### src/common/tsp_pkg.sv
`default_nettype none
package tsp_pkg;

  // Register indices and byte addresses on the bus
  localparam logic [7:0] TC_INDEX  = 8'h01;
  localparam logic [7:0] SET_INDEX = 8'h02;
  localparam logic [7:0] DIR_INDEX = 8'h03;
  localparam logic [7:0] CMD_INDEX = 8'h04;
  localparam logic [7:0] TC_ADDR   = {TC_INDEX[5:0], 2'h0};
  localparam logic [7:0] SET_ADDR  = {SET_INDEX[5:0], 2'h0};
  localparam logic [7:0] DIR_ADDR  = {DIR_INDEX[5:0], 2'h0};
  localparam logic [7:0] CMD_ADDR  = {CMD_INDEX[5:0], 2'h0};

  // Reset values
  localparam logic [7:0] SET_RESET = 8'hFF;
  localparam logic [5:0] DIR_RESET = 6'h3F;
  localparam logic [7:0] TC_RESET  = 8'h00;
  localparam logic [7:0] DIV_RESET = 8'h00;

  // Field positions
  localparam int unsigned CMD_WDT_CLR_BIT = 0;
  localparam int unsigned COUNT_PIN_BIT   = 2;
  localparam int unsigned PIN_COUNT       = 6;

  // Timing counts in instruction cycles and oscillator phases
  localparam logic [1:0] INHIBIT_CYCLES = 2'h2;
  localparam logic [1:0] PH_TWO         = 2'h1;
  localparam logic [1:0] PH_FOUR        = 2'h3;

  // Bus responses
  localparam logic [1:0] RESP_OKAY   = 2'h0;
  localparam logic [1:0] RESP_SLVERR = 2'h2;

  // Setup register layout, bit 7 down to bit 0
  typedef struct packed {
    logic       wake_en;
    logic       pull_en;
    logic       clock_source_sel;
    logic       edge_sel;
    logic       divider_assign;
    logic [2:0] ratio_sel;
  } tsp_setup_s;

endpackage : tsp_pkg
`default_nettype wire

### src/core/tsp_divider.sv
`timescale 1ns/1ps
`default_nettype none
module tsp_divider (
  // Clock and reset
  input  wire logic       aclk,
  input  wire logic       aresetn,
  // Control
  input  wire logic       clear,
  input  wire logic       advance,
  input  wire logic [2:0] ratio_sel,
  // Divided outputs
  output var  logic       level,
  output var  logic       tmr_tick,
  output var  logic       wdt_tick
);

  logic [7:0] cnt_reg;

  // Mask of the n lowest bits
  function automatic logic [7:0] low_ones(input logic [3:0] n);
    logic [8:0] m;
    m = (9'h001 << n) - 9'h001;
    return m[7:0];
  endfunction : low_ones

  // Counter cleared by reset or by owner event, else advances
  always_ff @(posedge aclk)
  begin
    if (!aresetn || clear)
      cnt_reg <= tsp_pkg::DIV_RESET;
    else if (advance)
      cnt_reg <= cnt_reg + 8'h01;
  end

  // Symmetric level and terminal-count pulses
  always_comb
  begin
    level    = cnt_reg[ratio_sel];
    tmr_tick = advance && !clear &&
               ((cnt_reg & low_ones({1'b0, ratio_sel} + 4'h1)) ==
                low_ones({1'b0, ratio_sel} + 4'h1));
    wdt_tick = advance && !clear &&
               ((cnt_reg & low_ones({1'b0, ratio_sel})) ==
                low_ones({1'b0, ratio_sel}));
  end

  clear_zero_a: assert property (@(posedge aclk) disable iff (!aresetn)
    clear |=> cnt_reg == tsp_pkg::DIV_RESET)
    else $error("divider not zero after clear");

  advance_step_a: assert property (@(posedge aclk) disable iff (!aresetn)
    advance && !clear |=> cnt_reg == $past(cnt_reg) + 8'h01)
    else $error("divider failed to advance");

endmodule : tsp_divider
`default_nettype wire

### src/core/tsp_phase.sv
`timescale 1ns/1ps
`default_nettype none
module tsp_phase (
  // Clock and reset
  input  wire logic aclk,
  input  wire logic aresetn,
  // Phase strobes
  output var  logic phase_two,
  output var  logic phase_four
);

  logic [1:0] ph_reg;

  // Four oscillator phases per instruction cycle
  always_ff @(posedge aclk)
  begin
    if (!aresetn)
      ph_reg <= 2'h0;
    else
      ph_reg <= ph_reg + 2'h1;
  end

  // One-clock strobes on the second and fourth phase
  always_ff @(posedge aclk)
  begin
    if (!aresetn)
    begin
      phase_two  <= 1'b0;
      phase_four <= 1'b0;
    end
    else
    begin
      phase_two  <= (ph_reg == tsp_pkg::PH_TWO);
      phase_four <= (ph_reg == tsp_pkg::PH_FOUR);
    end
  end

  phase_period_a: assert property (@(posedge aclk) disable iff (!aresetn)
    phase_four |-> ##2 phase_two ##2 phase_four)
    else $error("phase strobes not four clocks apart");

endmodule : tsp_phase
`default_nettype wire

### src/core/tsp_timer.sv
// Design decision made here: the AXI4-Lite register port.
`timescale 1ns/1ps
`default_nettype none
module tsp_timer (
  // Clock and reset
  input  wire logic        aclk,
  input  wire logic        aresetn,
  // AXI4-Lite write address
  input  wire logic [7:0]  s_axi_awaddr,
  input  wire logic        s_axi_awvalid,
  output var  logic        s_axi_awready,
  // AXI4-Lite write data
  input  wire logic [31:0] s_axi_wdata,
  input  wire logic [3:0]  s_axi_wstrb,
  input  wire logic        s_axi_wvalid,
  output var  logic        s_axi_wready,
  // AXI4-Lite write response
  output var  logic [1:0]  s_axi_bresp,
  output var  logic        s_axi_bvalid,
  input  wire logic        s_axi_bready,
  // AXI4-Lite read address
  input  wire logic [7:0]  s_axi_araddr,
  input  wire logic        s_axi_arvalid,
  output var  logic        s_axi_arready,
  // AXI4-Lite read data
  output var  logic [31:0] s_axi_rdata,
  output var  logic [1:0]  s_axi_rresp,
  output var  logic        s_axi_rvalid,
  input  wire logic        s_axi_rready,
  // Pins
  input  wire logic        count_input_pin,
  output var  logic [5:0]  pin_out_en,
  // Watchdog side
  input  wire logic        wdt_osc_tick,
  output var  logic        wdt_clear_out,
  output var  logic        wdt_tick_out
);

  tsp_pkg::tsp_setup_s timer_setup_reg;
  logic [5:0]  pin_direction_reg;
  logic [7:0]  timer_count_reg;
  logic [1:0]  inhibit_reg;
  logic        pin_prev_reg;
  logic        samp_reg;
  logic        aw_full_reg;
  logic        w_full_reg;
  logic [7:0]  aw_addr_reg;
  logic [31:0] w_data_reg;
  logic [3:0]  w_strb_reg;
  logic        phase_two;
  logic        phase_four;
  logic        cyc_end;
  logic        sample;
  logic        ext;
  logic        to_tmr;
  logic        pin_q;
  logic        pin_rise;
  logic        pre_out;
  logic        inc_ext;
  logic        inc_int;
  logic        inc;
  logic        wr_fire;
  logic        lane0;
  logic        tc_write;
  logic        wdt_clr_cmd;
  logic        div_clear;
  logic        div_advance;
  logic        div_level;
  logic        div_tmr_tick;
  logic        div_wdt_tick;

  // Instruction cycle phase strobes
  tsp_phase u_phase (
    .aclk       (aclk),
    .aresetn    (aresetn),
    .phase_two  (phase_two),
    .phase_four (phase_four)
  );

  // Shared divider, not visible to software
  tsp_divider u_div (
    .aclk      (aclk),
    .aresetn   (aresetn),
    .clear     (div_clear),
    .advance   (div_advance),
    .ratio_sel (timer_setup_reg.ratio_sel),
    .level     (div_level),
    .tmr_tick  (div_tmr_tick),
    .wdt_tick  (div_wdt_tick)
  );

  // Mode decode and write strobes
  always_comb
  begin
    cyc_end     = phase_four;
    sample      = phase_two || phase_four;
    ext         = timer_setup_reg.clock_source_sel;
    to_tmr      = !timer_setup_reg.divider_assign;
    pin_q       = count_input_pin ^ timer_setup_reg.edge_sel;
    pin_rise    = pin_q && !pin_prev_reg;
    wr_fire     = aw_full_reg && w_full_reg && !s_axi_bvalid;
    lane0       = w_strb_reg[0];
    tc_write    = wr_fire && lane0 && (aw_addr_reg == tsp_pkg::TC_ADDR);
    wdt_clr_cmd = wr_fire && lane0 && (aw_addr_reg == tsp_pkg::CMD_ADDR) &&
                  w_data_reg[tsp_pkg::CMD_WDT_CLR_BIT];
  end

  // Divider owner selects what advances and clears it
  always_comb
  begin
    div_clear   = to_tmr ? tc_write : wdt_clr_cmd;
    if (to_tmr)
      div_advance = ext ? pin_rise : cyc_end;
    else
      div_advance = wdt_osc_tick;
    pre_out     = to_tmr ? div_level : pin_q;
  end

  // Increment sources and write stall
  always_comb
  begin
    inc_ext = sample && pre_out && !samp_reg;
    inc_int = cyc_end && (to_tmr ? div_tmr_tick : 1'b1);
    inc     = (ext ? inc_ext : inc_int) && (inhibit_reg == 2'h0);
  end

  // Pin history for edge detection
  always_ff @(posedge aclk)
  begin
    if (!aresetn)
      pin_prev_reg <= 1'b1; // No false rise after reset
    else
      pin_prev_reg <= pin_q;
  end

  // Synchroniser sampling on phase two and four
  always_ff @(posedge aclk)
  begin
    if (!aresetn)
      samp_reg <= 1'b1; // Idle level never counts as an edge
    else if (sample)
      samp_reg <= pre_out;
  end

  // Write stall lasting two instruction cycles
  always_ff @(posedge aclk)
  begin
    if (!aresetn)
      inhibit_reg <= 2'h0;
    else if (tc_write)
      inhibit_reg <= tsp_pkg::INHIBIT_CYCLES;
    else if (cyc_end && inhibit_reg != 2'h0)
      inhibit_reg <= inhibit_reg - 2'h1;
  end

  // Count register, write wins over increment
  always_ff @(posedge aclk)
  begin
    if (!aresetn)
      timer_count_reg <= tsp_pkg::TC_RESET;
    else if (tc_write)
      timer_count_reg <= w_data_reg[7:0];
    else if (inc)
      timer_count_reg <= timer_count_reg + 8'h01;
  end

  // Setup and direction registers, write only
  always_ff @(posedge aclk)
  begin
    if (!aresetn)
    begin
      timer_setup_reg   <= tsp_pkg::SET_RESET;
      pin_direction_reg <= tsp_pkg::DIR_RESET;
    end
    else if (wr_fire && lane0)
    begin
      if (aw_addr_reg == tsp_pkg::SET_ADDR)
        timer_setup_reg <= w_data_reg[7:0];
      if (aw_addr_reg == tsp_pkg::DIR_ADDR)
        pin_direction_reg <= w_data_reg[5:0];
    end
  end

  // Pin drivers, count pin forced to input in external mode
  always_ff @(posedge aclk)
  begin
    if (!aresetn)
      pin_out_en <= ~tsp_pkg::DIR_RESET;
    else
    begin
      pin_out_en <= ~pin_direction_reg;
      if (ext)
        pin_out_en[tsp_pkg::COUNT_PIN_BIT] <= 1'b0;
    end
  end

  // Watchdog clear pulse and postscaled tick
  always_ff @(posedge aclk)
  begin
    if (!aresetn)
    begin
      wdt_clear_out <= 1'b0;
      wdt_tick_out  <= 1'b0;
    end
    else
    begin
      wdt_clear_out <= wdt_clr_cmd;
      wdt_tick_out  <= to_tmr ? wdt_osc_tick : div_wdt_tick;
    end
  end

  // Write address and data capture, either order
  always_ff @(posedge aclk)
  begin
    if (!aresetn)
    begin
      aw_full_reg   <= 1'b0;
      s_axi_awready <= 1'b1;
      aw_addr_reg   <= 8'h00;
    end
    else if (s_axi_awvalid && s_axi_awready)
    begin
      aw_full_reg   <= 1'b1;
      s_axi_awready <= 1'b0;
      aw_addr_reg   <= s_axi_awaddr;
    end
    else if (wr_fire)
      aw_full_reg   <= 1'b0;
    else if (s_axi_bvalid && s_axi_bready)
      s_axi_awready <= 1'b1;
  end

  always_ff @(posedge aclk)
  begin
    if (!aresetn)
    begin
      w_full_reg   <= 1'b0;
      s_axi_wready <= 1'b1;
      w_data_reg   <= 32'h0000_0000;
      w_strb_reg   <= 4'h0;
    end
    else if (s_axi_wvalid && s_axi_wready)
    begin
      w_full_reg   <= 1'b1;
      s_axi_wready <= 1'b0;
      w_data_reg   <= s_axi_wdata;
      w_strb_reg   <= s_axi_wstrb;
    end
    else if (wr_fire)
      w_full_reg   <= 1'b0;
    else if (s_axi_bvalid && s_axi_bready)
      s_axi_wready <= 1'b1;
  end

  // Write response once both halves are in
  always_ff @(posedge aclk)
  begin
    if (!aresetn)
    begin
      s_axi_bvalid <= 1'b0;
      s_axi_bresp  <= tsp_pkg::RESP_OKAY;
    end
    else if (wr_fire)
    begin
      s_axi_bvalid <= 1'b1;
      case (aw_addr_reg)
        tsp_pkg::TC_ADDR,
        tsp_pkg::SET_ADDR,
        tsp_pkg::DIR_ADDR,
        tsp_pkg::CMD_ADDR: s_axi_bresp <= tsp_pkg::RESP_OKAY;
        default:           s_axi_bresp <= tsp_pkg::RESP_SLVERR;
      endcase
    end
    else if (s_axi_bready)
      s_axi_bvalid <= 1'b0;
  end

  // Read channel; write-only registers read zero
  always_ff @(posedge aclk)
  begin
    if (!aresetn)
    begin
      s_axi_arready <= 1'b1;
      s_axi_rvalid  <= 1'b0;
      s_axi_rdata   <= 32'h0000_0000;
      s_axi_rresp   <= tsp_pkg::RESP_OKAY;
    end
    else if (s_axi_arvalid && s_axi_arready)
    begin
      s_axi_arready <= 1'b0;
      s_axi_rvalid  <= 1'b1;
      s_axi_rdata   <= 32'h0000_0000;
      s_axi_rresp   <= tsp_pkg::RESP_OKAY;
      case (s_axi_araddr)
        tsp_pkg::TC_ADDR:  s_axi_rdata <= {24'h00_0000, timer_count_reg};
        tsp_pkg::SET_ADDR,
        tsp_pkg::DIR_ADDR,
        tsp_pkg::CMD_ADDR: s_axi_rdata <= 32'h0000_0000;
        default:           s_axi_rresp <= tsp_pkg::RESP_SLVERR;
      endcase
    end
    else if (s_axi_rvalid && s_axi_rready)
    begin
      s_axi_rvalid  <= 1'b0;
      s_axi_arready <= 1'b1;
    end
  end

  count_wrap_a: assert property (@(posedge aclk) disable iff (!aresetn)
    inc && !tc_write && timer_count_reg == 8'hFF |=> timer_count_reg == 8'h00)
    else $error("count did not wrap to zero");

  write_stall_a: assert property (@(posedge aclk) disable iff (!aresetn)
    tc_write ##1 (!tc_write)[*3] |-> $stable(timer_count_reg))
    else $error("count moved right after a write");

  cycle_rate_a: assert property (@(posedge aclk) disable iff (!aresetn)
    !ext && !to_tmr && cyc_end && inhibit_reg == 2'h0 && !tc_write
    |=> timer_count_reg == $past(timer_count_reg) + 8'h01)
    else $error("internal count missed a cycle");

  pin_forced_a: assert property (@(posedge aclk) disable iff (!aresetn)
    ext |=> !pin_out_en[tsp_pkg::COUNT_PIN_BIT])
    else $error("count pin driven in external mode");

  sync_edge_a: assert property (@(posedge aclk) disable iff (!aresetn)
    $past(ext) && !$past(tc_write) && timer_count_reg != $past(timer_count_reg)
    |-> $past(sample) && samp_reg && !$past(samp_reg))
    else $error("external increment without synchronised edge");

  wdt_undivided_a: assert property (@(posedge aclk) disable iff (!aresetn)
    to_tmr && wdt_osc_tick |=> wdt_tick_out)
    else $error("watchdog tick lost while undivided");

  tmr_divided_a: assert property (@(posedge aclk) disable iff (!aresetn)
    to_tmr && !ext && cyc_end && !div_tmr_tick && !tc_write |=> $stable(timer_count_reg))
    else $error("timer counted between divider terminal counts");

  read_count_a: assert property (@(posedge aclk) disable iff (!aresetn)
    s_axi_arvalid && s_axi_arready && s_axi_araddr == tsp_pkg::TC_ADDR
    |=> s_axi_rvalid && s_axi_rdata[7:0] == $past(timer_count_reg))
    else $error("count read returned wrong value");

  bresp_hold_a: assert property (@(posedge aclk) disable iff (!aresetn)
    s_axi_bvalid && !s_axi_bready |=> s_axi_bvalid)
    else $error("write response dropped early");

endmodule : tsp_timer
`default_nettype wire

### config.mk
export PLATFORM = sky130hd
export DESIGN_NAME = tsp_timer
export DESIGN_NICKNAME = d
export VERILOG_FILES = /design/src/common/tsp_pkg.sv /design/src/core/tsp_divider.sv /design/src/core/tsp_phase.sv /design/src/core/tsp_timer.sv
export SDC_FILE = /design/constraint.sdc
export NUM_CORES = 1
export LEC_CHECK = 0
export BUFFER_PORTS_ARGS = -buffer_cell sky130_fd_sc_hd__buf_2
export CORE_MARGIN = 2
export CORE_UTILIZATION = 46
export CTS_CLUSTER_SIZE = 28
export DETAILED_ROUTE_END_ITERATION = 6
export PLACE_DENSITY = 0.78
export SKIP_CTS_REPAIR_TIMING = 1
export SLEW_MARGIN = 10
export SYNTH_ARGS = -nofsm -noshare
export SYNTH_HDL_FRONTEND = slang
export SYNTH_SLANG_ARGS = --single-unit
### constraint.sdc
create_clock -name aclk -period 6.24 [get_ports aclk]
set_input_delay 1.248 -clock aclk [delete_from_list [all_inputs] [get_ports aclk]]
set_output_delay 1.248 -clock aclk [all_outputs]
set_load 0.01 [all_outputs]
==> impl_metrics.csv, run 1 <==
group,metric,value,unit
logic_synthesis,ys.flop_type,"dfxtp_1",
route,vias,3092,
layout,fillCellCount,740,
clock_tree,clk_path_buf_depth,2,
logic_synthesis,synth_xor_area_share,3.80,%
layout,regArea,1560,um^2
logic_synthesis,yosys_register_bits,78,
logic_synthesis,synth-simple-area-share,21.6,%
floorplan,start_util,47.7,%
critical_path,crit_path_end,"timer_count_reg[7]",
clock_tree,path_clk_slew,0.08,ns
critical_path,startpoint,"timer_setup_reg[1]",
layout,area_growth,12.3,%
placement,dp_hpwl,5620,um
power,p_leak,1.79,nW
critical_path,path_max_fanout,14,
floorplan,core,7730,um^2
sta,min_period,3.03,ns
route,viasPerCell,5.32,
critical_path,cp.arrival,3.28,ns
logic_synthesis,async_flop_share,0,%
grt,antenna_found_initial,0,
layout,nets,543,
clock_tree,cts_max_level,3,
logic_synthesis,syn_avg_cell_area,8.67,um^2
sta,fmax,330,MHz
hold_path,holdCritPathClass,"reg -> reg",
clock_tree,worstSkewPairLatency,0.35,ns
logic_synthesis,yosysSeqAreaShare,42.4,%
critical_path,critical_path.startpoint_type,"register",
logic_synthesis,syn_inst,425,
placement,portBuffers,56,
floorplan,fp.dieW,93.5,um
route,wirelength,7800,um
layout,fin_util,53.5,%
sta,setup_viol,0,
sta,fin_skew,0.00928,ns
logic_synthesis,synth_top_family_by_area,"simple AND/OR/NAND/NOR gates",
critical_path,required,6.48,ns
logic_synthesis,synth_fa_ha_area_share,2.99,%
logic_synthesis,yosys_warnings,0,
logic_synthesis,synth_area,3680,um^2
critical_path,crit_path_end_kind,"register",
grt,grt_pass1_vias,2856,
logic_synthesis,ys_types,57,
outcome,outcome,"finished clean",
floorplan,dieHeight,93.5,um
layout,multi_input_area,1890,um^2
critical_path,r2r-start,"timer_setup_reg[1]",
power,vdd_drop_max,161,uV
grt,track_usage,18.7,%
layout,antenna_cells,0,
clock_tree,cts_tree,"yes",
route,drt_pre_antenna_iters,4,
floorplan,rows,32,
logic_synthesis,synthMuxAreaShare,4.08,%
route,wl_per_cell,13.4,um
critical_path,r2r_cells,12,
clock_tree,clock-sinks,78,
sta,finalCritPeriodShare,48.6,%
sta,maxSlewViolCount,0,
layout,final_layout_size_suffix_gt1_share,17.1,%
route,drt_iter0_drc,174,
sta,max_slew_margin,50.7,%
sta,setup_tns,0,ns
clock_tree,cts_buffers,9,
sta,finalHoldViolations,0,
clock_tree,cts_root_buf,"clkbuf_8",
route,ant_nets,0,
critical_path,critical_path_class,"reg -> reg",
critical_path,rrSetupSlack,3.21,ns
grt,grt_pass1_wl,13100,um
logic_synthesis,synth_edf_count,0,
critical_path,worstReg2RegEnd,"timer_count_reg[7]",
logic_synthesis,synth_compound_area_share,16.2,%
power,pwr_density_cell,246,nW/um^2
flow_run,cap_violations,0,
grt,grt_max_degree,34,
placement,gp_congestion,0.879,
route,remaining_drc_errors,0,
sta,tightestPinTransition,0.738,ns
floorplan,dieArea,8740,um^2
sta,rsz0062_at_grt,"no",
grt,overflow,0,
floorplan,top_level_ports,110,
cell type report:
cell class              count  area share (%)
repair buffers             58            7.14
flip-flops and latches     78            37.7
well taps                 102            3.09
multi-input cells         316            45.7
clock inverters             6            2.24
inverters                  11           0.998
clock buffers              10            3.09
logic make-up after synthesis:
group,after synthesis
buffers and inverters,56
XOR/XNOR,16
AND/OR/NAND/NOR,160
other,1
AO/OA/AOI/OAI,90
multiplexers,15
flip-flops,78
adder cells (fa/ha/maj),9
how the worst min path moves through the flow:
stage,from,to,depth (start not counted),slack (ns)
floorplan,pin_direction_reg[0],pin_out_en[0],1,0.39
global placement,pin_direction_reg[3],pin_out_en[3],1,0.42
detailed placement,pin_direction_reg[4],pin_out_en[4],1,0.41
CTS,pin_direction_reg[4],pin_out_en[4],1,0.42
global route,pin_direction_reg[4],pin_out_en[4],1,0.45
finish,pin_direction_reg[4],pin_out_en[4],1,0.42
per-stage QoR:
step	hold WS, ns	setup WS (ns)	total power, mW	cell area, um^2	std cells
after detailed placement	0.408	3.05	0.611	3920	565
after CTS	0.423	3.19	1.03	4140	581
after global placement	0.417	3.14	0.607	3920	565
after floorplan	0.392	3.56	0.596	3780	450
after global routing	0.454	2.91	1.06	4140	581
final	0.421	3.21	1.02	4140	581
power breakdown:
part	switching, mW	leakage (nW)	internal (mW)
sequential	0.0150	0.635	0.513
clock	0.192	0.104	0.228
combinational	0.0446	1.05	0.0273
total	0.251	1.79	0.768
critical path, cell delays in order (launching register included):
cell,delay (ns)
dfxtp_1,0.66
nand2_1,0.22
inv_1,0.16
ha_1,0.30
nand3_1,0.12
ha_1,0.29
o21ai_0,0.07
nor3_1,0.16
o311ai_1,0.17
nor3_4,0.33
o2111ai_1,0.18
xor2_1,0.20
o21ai_1,0.07
cell usage in the layout (no fill, tap or decap), types with 6 or more instances in the layout:
cell type | synthesis | layout
a21oi_1 | 37 | 37
a22oi_1 | 9 | 9
and2_1 | 8 | 8
and3_1 | 6 | 6
buf_2 | 5 | 56
clkbuf_8 | 0 | 9
conb_1 | 1 | 26
dfxtp_1 | 78 | 78
ha_1 | 8 | 8
inv_1 | 11 | 11
mux2i_1 | 15 | 15
nand2_1 | 63 | 63
nand3_1 | 9 | 9
nor2_1 | 35 | 35
nor3_1 | 7 | 7
o211ai_1 | 6 | 6
o21ai_0 | 11 | 11
xnor2_1 | 8 | 8
xor2_1 | 8 | 8
Yosys cell counts (4+ instances only):
cell type   n  share of area, %
dfxtp_1    78                42
nand2_1    63               6.4
a21oi_1    37               5.0
nor2_1     35               3.6
buf_4      27               5.5
mux2i_1    15               4.1
inv_1      11               1.1
o21ai_0    11               1.5
clkbuf_1   10               1.0
a22oi_1     9               1.8
nand3_1     9               1.2
and2_1      8               1.4
ha_1        8               2.7
xnor2_1     8               1.9
xor2_1      8               1.9
nor3_1      7              0.95
and3_1      6               1.0
o211ai_1    6               1.2
buf_2       5              0.68
o2111ai_1   5               1.2
nand2b_1    4              0.68
nor2b_1     4              0.68
o21ai_1     4              0.54
metal layers:
| layer | GRT usage (%) | routed length [um] | vias to the layer above |
|---|---|---|---|
| met1 | 24.4 | 3520 | 1467 |
| met5 | 0 | 0 | - |
| met3 | 2.98 | 336 | 13 |
| met4 | 8.33 | 115 | 0 |
| li1 | - | - | 1527 |
| met2 | 30.3 | 3830 | 85 |
No activity file was read; power rests on OpenSTA's default activity.
==> inputs of run 2 (changes only) <==
--- a/config.mk
+++ b/config.mk
@@ -5,12 +5,13 @@
 export SDC_FILE = /design/constraint.sdc
 export NUM_CORES = 1
 export LEC_CHECK = 0
+export ABC_AREA = 1
 export BUFFER_PORTS_ARGS = -buffer_cell sky130_fd_sc_hd__buf_2
 export CORE_MARGIN = 2
 export CORE_UTILIZATION = 46
 export CTS_CLUSTER_SIZE = 28
 export DETAILED_ROUTE_END_ITERATION = 6
-export PLACE_DENSITY = 0.78
+export PLACE_DENSITY = 0.81
 export SKIP_CTS_REPAIR_TIMING = 1
 export SLEW_MARGIN = 10
 export SYNTH_ARGS = -nofsm -noshare
==> constraint.sdc (replaced) <==
create_clock -name aclk -period 2.65 [get_ports aclk]
set_input_delay 0.53 -clock aclk [delete_from_list [all_inputs] [get_ports aclk]]
set_output_delay 0.53 -clock aclk [all_outputs]
set_load 0.01 [all_outputs]
==> impl_metrics.csv, run 2 <==
group,metric,value,unit
outcome,outcome,"finished clean",
sta,setup_viol,0,
logic_synthesis,ys_types,36,
sta,tightestPinTransition,0.707,ns
grt,overflow,0,
sta,min_period,2.42,ns
power,power,2.21,mW
layout,final_common_cell,"nand2_1",
floorplan,core,8130,um^2
critical_path,worst_path_max_delay_cell,"dfxtp_2",
floorplan,dieHeight,95.3,um
clock_tree,cts_max_level,3,
logic_synthesis,syn_avg_cell_area,7.34,um^2
flow_run,cap_violations,0,
critical_path,path_cells,"nand2_4 > inv_6 > ha_4 > inv_1 > nor2_2 > nand2_4 > ha_1 > nor2_1 > nor2_1 > nand3_1 > nor2_1 > nand2_1 > o21ai_2 > nand2_1 > nand2_2 > nand2_4 > nand2_8 > nand2_2 > a21oi_2",
sta,fin_skew,0.00809,ns
grt,track_usage,18.6,%
sta,fmax,413,MHz
route,viasPerCell,4.93,
route,wirelength,8020,um
layout,final_layout_size_suffix_gt1_share,19.4,%
floorplan,rows,33,
logic_synthesis,yosysMostFrequentCell,"nand2_1",
logic_synthesis,yosysSeqAreaShare,40.7,%
critical_path,crit_path_end_kind,"register",
floorplan,dieArea,9090,um^2
clock_tree,clock-sinks,78,
sta,setup_tns,0,ns
critical_path,required,2.93,ns
logic_synthesis,syn_inst,523,
grt,grt_max_degree,41,
floorplan,start_util,47.2,%
grt,grt_pass1_vias,3135,
sta,finalCritPeriodShare,91.5,%
clock_tree,cts_tree,"yes",
layout,mostFrequentLayoutCells,"87 x nand2_1, 77 x dfxtp_1, 64 x nor2_1, 56 x buf_2, 52 x inv_1",
logic_synthesis,yosys_warnings,0,
clock_tree,path_clk_slew,0.07,ns
placement,dp_hpwl,5960,um
power,pwr_density_cell,511,nW/um^2
placement,portBuffers,56,
route,drt_pre_antenna_iters,4,
placement,dp_cells,677,
sta,holdWs,0.417,ns
route,ant_nets,0,
critical_path,crit_family,"simple AND/OR/NAND/NOR gates",
hold_path,holdCritPathClass,"reg -> reg",
route,wl_per_cell,11.6,um
logic_synthesis,synth.top_cells.by_count,"87 x nand2_1, 78 x dfxtp_1, 64 x nor2_1",
logic_synthesis,yosys_register_bits,78,
layout,nets,654,
layout,area_growth,13.0,%
grt,antenna_found_initial,0,
grt,grt_pass1_wl,13400,um
layout,fillCellCount,764,
logic_synthesis,async_flop_share,0,%
power,p_leak,1.95,nW
sta,max_slew_margin,52.7,%
logic_synthesis,synth_top_area_share,40.7,%
clock_tree,clk_path_buf_depth,2,
critical_path,cp.arrival,2.70,ns
clock_tree,worstSkewPairLatency,0.34,ns
critical_path,cpPeakStageDelay,0.33,ns
sta,rsz0062_at_grt,"no",
route,remaining_drc_errors,0,
clock_tree,cts_buffers,9,
sta,maxSlewViolCount,0,
layout,layoutNonFillerInstCount,693,
route,drt_iter0_drc,146,
floorplan,fp.dieW,95.3,um
critical_path,path_max_fanout,8,
power,vdd_drop_max,278,uV
logic_synthesis,synth_top_cells_by_area,"dfxtp_1 41%, nand2_1 8.5%, nand3_1 6.3%, nor2_1 6.3%, buf_4 5.3%",
sta,finalHoldViolations,0,
critical_path,critical_path.startpoint_type,"register",
route,vias,3419,
placement,gp_congestion,0.902,
logic_synthesis,synth_edf_count,0,
logic_synthesis,ys.flop_type,"dfxtp_1",
layout,antenna_cells,0,
critical_path,crit_buf_inv,2,
floorplan,top_level_ports,110,
logic_synthesis,synth_area,3840,um^2
clock_tree,cts_root_buf,"clkbuf_8",
critical_path,critical_path_class,"reg -> reg",
logic_synthesis,yosysTopAreaCell,"dfxtp_1",
run 2: layout make-up:
type	count	area [um^2]	area share, %
clock buffer	13	149	3.43
tap	105	131	3.03
sequential	78	1560	36.0
multi-input combinational	374	1910	44.1
clock inverter	1	7.51	0.173
inverter	55	211	4.88
timing repair buffer	67	363	8.37
run 2: final timing paths:
kind	start	end	slack, ns	depth (start not counted)
max	timer_setup_reg[0]	timer_count_reg[2]	0.23	19
min	pin_direction_reg[0]	pin_out_en[0]	0.42	1
max reg2reg	timer_setup_reg[0]	timer_count_reg[2]	0.23	19
min reg2reg	pin_direction_reg[0]	pin_out_en[0]	0.42	1
run 2: worst reg2reg max path, stage by stage (launching register included):
cell and delay (ns):
dfxtp_2 0.33, nand2_4 0.09, inv_6 0.06, ha_4 0.26
inv_1 0.05, nor2_2 0.15, nand2_4 0.06, ha_1 0.28
nor2_1 0.04, nor2_1 0.09, nand3_1 0.08, nor2_1 0.08
nand2_1 0.07, o21ai_2 0.12, nand2_1 0.08, nand2_2 0.12
nand2_4 0.11, nand2_8 0.13, nand2_2 0.06, a21oi_2 0.11
run 2: kinds of logic (layout without fill, tap and decap cells):
family / count (synthesis) / count (layout) / share of synthesized area [%]
compound gates: 100 / 100 / 15.1
xor+xnor: 6 / 6 / 1.37
fa+ha+maj: 8 / 8 / 2.61
buf+inv: 97 / 136 / 12.5
flops: 78 / 78 / 40.7
other cells: 1 / 26 / 0.0977
simple gates: 233 / 234 / 27.6
run 2: power breakdown:
| part | internal, mW | total [mW] | switching (mW) | leakage [nW] |
|---|---|---|---|---|
| logic | 0.0741 | 0.211 | 0.137 | 1.23 |
| registers | 1.22 | 1.25 | 0.0348 | 0.636 |
| clock network | 0.357 | 0.750 | 0.393 | 0.0756 |
run 2: routing by layer:
metal  GRT usage (%)  wire [um]
met1            23.2       3690
met2            31.2       3760
met3            4.27        434
met4            7.00        140
met5               0          0
run 2: stage by stage:
step	util (%)	cell area (um^2)	setup WS, ns
after floorplan	-	3930	0.167
after global placement	51.0	4150	0.273
after detailed placement	51.0	4150	0.201
after CTS	52.9	4310	0.181
after global routing	53.3	4340	0.00962
final	53.3	4340	0.226
==> inputs of run 3 (changes only) <==
--- a/config.mk
+++ b/config.mk
@@ -5,7 +5,6 @@
 export SDC_FILE = /design/constraint.sdc
 export NUM_CORES = 1
 export LEC_CHECK = 0
-export ABC_AREA = 1
 export BUFFER_PORTS_ARGS = -buffer_cell sky130_fd_sc_hd__buf_2
 export CORE_MARGIN = 2
 export CORE_UTILIZATION = 46
@@ -16,4 +15,5 @@
 export SLEW_MARGIN = 10
 export SYNTH_ARGS = -nofsm -noshare
 export SYNTH_HDL_FRONTEND = slang
+export SYNTH_HIERARCHICAL = 1
 export SYNTH_SLANG_ARGS = --single-unit
==> impl_metrics.csv, run 3 <==
group,metric,value,unit
route,remaining_drc_errors,0,
critical_path,critical_path.startpoint_type,"register",
placement,dp_cells,626,
route,wl_per_cell,13.8,um
grt,antenna_found_initial,0,
floorplan,rows,33,
critical_path,cp_common_cell,"ha_4",
logic_synthesis,async_flop_share,0,%
floorplan,fp.dieW,95.4,um
clock_tree,worstSkewPairLatency,0.36,ns
floorplan,start_util,47.2,%
logic_synthesis,synth_edf_count,0,
layout,mostFrequentLayoutCells,"75 x nand2_1, 75 x dfxtp_1, 56 x buf_2, 38 x a21oi_1, 37 x buf_4",
floorplan,top_level_ports,110,
logic_synthesis,synth_top_area_share,40.7,%
clock_tree,cts_root_buf,"clkbuf_8",
sta,setup_viol,8,
layout,final_layout_size_suffix_gt1_share,26.1,%
critical_path,r2r_cells,15,
logic_synthesis,synthMuxAreaShare,5.54,%
layout,nets,605,
route,drt_pre_antenna_iters,6,
clock_tree,clk_path_buf_depth,2,
logic_synthesis,synth_top_family_by_area,"simple AND/OR/NAND/NOR gates",
grt,grt_max_degree,34,
hold_path,hold_depth,3,
sta,setup_tns,-2.42,ns
power,pwr_density_cell,517,nW/um^2
placement,place_area,4310,um^2
logic_synthesis,syn_avg_cell_area,8.44,um^2
clock_tree,clock-sinks,78,
logic_synthesis,synth_compound_area_share,15.0,%
layout,area_growth,21.0,%
layout,antenna_cells,0,
logic_synthesis,yosysSeqAreaShare,40.7,%
grt,overflow,0,
sta,fmax,333,MHz
grt,grt_pass1_wl,14300,um
sta,tightestPinTransition,0.630,ns
hold_path,holdCritPathClass,"in -> reg",
sta,maxSlewViolCount,0,
logic_synthesis,ys.flop_type,"dfxtp_1",
sta,fin_skew,0.00940,ns
placement,portBuffers,56,
logic_synthesis,yosys_register_bits,78,
floorplan,dieHeight,95.4,um
critical_path,crit_buf_inv,2,
critical_path,cpPeakStageDelay,0.33,ns
layout,layoutNonFillerInstCount,645,
outcome,outcome,"finished with violations",
critical_path,cp.arrival,3.29,ns
power,vdd_drop_max,306,uV
critical_path,critical_path_class,"reg -> reg",
route,ant_nets,0,
sta,min_period,3.00,ns
power,power,2.40,mW
route,drt_iter0_drc,184,
logic_synthesis,synth_top_cells_by_area,"dfxtp_1 41%, nand2_1 7.5%, buf_4 5.3%, a21oi_1 5.1%, mux2i_1 4.2%",
logic_synthesis,yosysTopAreaCell,"dfxtp_1",
layout,fin_util,57.1,%
sta,finalHoldViolations,0,
flow_run,cap_violations,0,
logic_synthesis,synth.top_cells.by_count,"78 x dfxtp_1, 77 x nand2_1, 39 x a21oi_1",
sta,max_slew_margin,58.0,%
critical_path,path_depth,15,
route,viasPerCell,5.34,
placement,gp_congestion,0.824,
floorplan,core,8130,um^2
logic_synthesis,synth-simple-area-share,23.3,%
critical_path,worst_path_max_delay_cell,"dfxtp_2",
sta,rsz0062_at_grt,"yes",
outcome,violations,"negative setup slack",
clock_tree,path_clk_slew,0.08,ns
sta,finalCritPeriodShare,113,%
logic_synthesis,ys_types,57,
route,vias,3443,
critical_path,path_max_fanout,7,
layout,design_area,4650,um^2
clock_tree,cts_max_level,3,
clock_tree,cts_buffers,9,
sta,setup_ws,-0.351,ns
route,wirelength,8870,um
grt,grt_pass1_vias,3160,
logic_synthesis,synth_fa_ha_area_share,2.93,%
critical_path,crit_path_end_kind,"register",
grt,track_usage,20.1,%
clock_tree,cts_tree,"yes",
power,p_leak,1.97,nW
logic_synthesis,yosys_warnings,6,
logic_synthesis,yosysMostFrequentCell,"dfxtp_1",
placement,dp_hpwl,6250,um
critical_path,crit_family,"simple AND/OR/NAND/NOR gates",
logic_synthesis,synth_area,3840,um^2
floorplan,dieArea,9090,um^2
critical_path,path_cells,"nand2_2 > inv_4 > ha_4 > nand3_4 > ha_4 > nor2_2 > nor3b_2 > o311ai_1 > a221o_1 > nor4_2 > o211a_1 > a22oi_2 > buf_6 > or3_1 > a31oi_1",
logic_synthesis,syn_inst,455,
logic_synthesis,synth_xor_area_share,2.74,%
critical_path,required,2.93,ns
-- run 3: logic make-up (layout without fill, tap and decap cells) --
group / count (synthesis) / after routing
XOR/XNOR: 12 / 12
other: 1 / 26
flip-flops: 78 / 78
AO/OA/AOI/OAI: 98 / 98
AND/OR/NAND/NOR: 175 / 175
multiplexers: 18 / 18
adder cells (fa/ha/maj): 9 / 9
buffers and inverters: 64 / 124
-- run 3: cell type report --
cell class              instances  area [um^2]
well taps                     105          131
flip-flops and latches         78         1570
repair buffers                 94          569
fillers                       705         3490
clock buffers                  11          151
inverters                      14         55.1
multi-input cells             338         2110
clock inverters                 5         66.3
-- run 3: path summary, 6_finish.rpt --
check | slack [ns] | to | startpoint
worst max-delay path | -0.35 | timer_count_reg[3] | timer_setup_reg[0]
worst min-delay path | 0.41 | w_data_reg[3] | s_axi_wdata[3]
worst max register to register | -0.35 | timer_count_reg[3] | timer_setup_reg[0]
worst min register to register | 0.42 | pin_out_en[4] | pin_direction_reg[4]
-- run 3: where the power goes --
part	leakage [nW]	internal, mW	switching [mW]
clock network	0.108	0.496	0.459
logic	1.23	0.0878	0.120
registers	0.634	1.21	0.0328
total	1.97	1.79	0.611
-- run 3: through the flow --
stage	hold slack (ns)	setup WS [ns]
floorplan	0.392	-0.312
global placement	0.412	-0.359
detailed placement	0.412	-0.418
CTS	0.403	-0.460
global route	0.410	-0.473
finish	0.408	-0.351
-- run 3: tightest hold or removal path, stage by stage --
cell and delay, ns:
buf_2 0.10, nand2_1 0.04, a21oi_1 0.05
-- run 3: routing by layer --
layer  global-route usage [%]  share of wire, %
met2                     33.7                49
met3                     3.32               7.5
met5                        0                 0
met4                     10.5               2.2
met1                     24.8                41
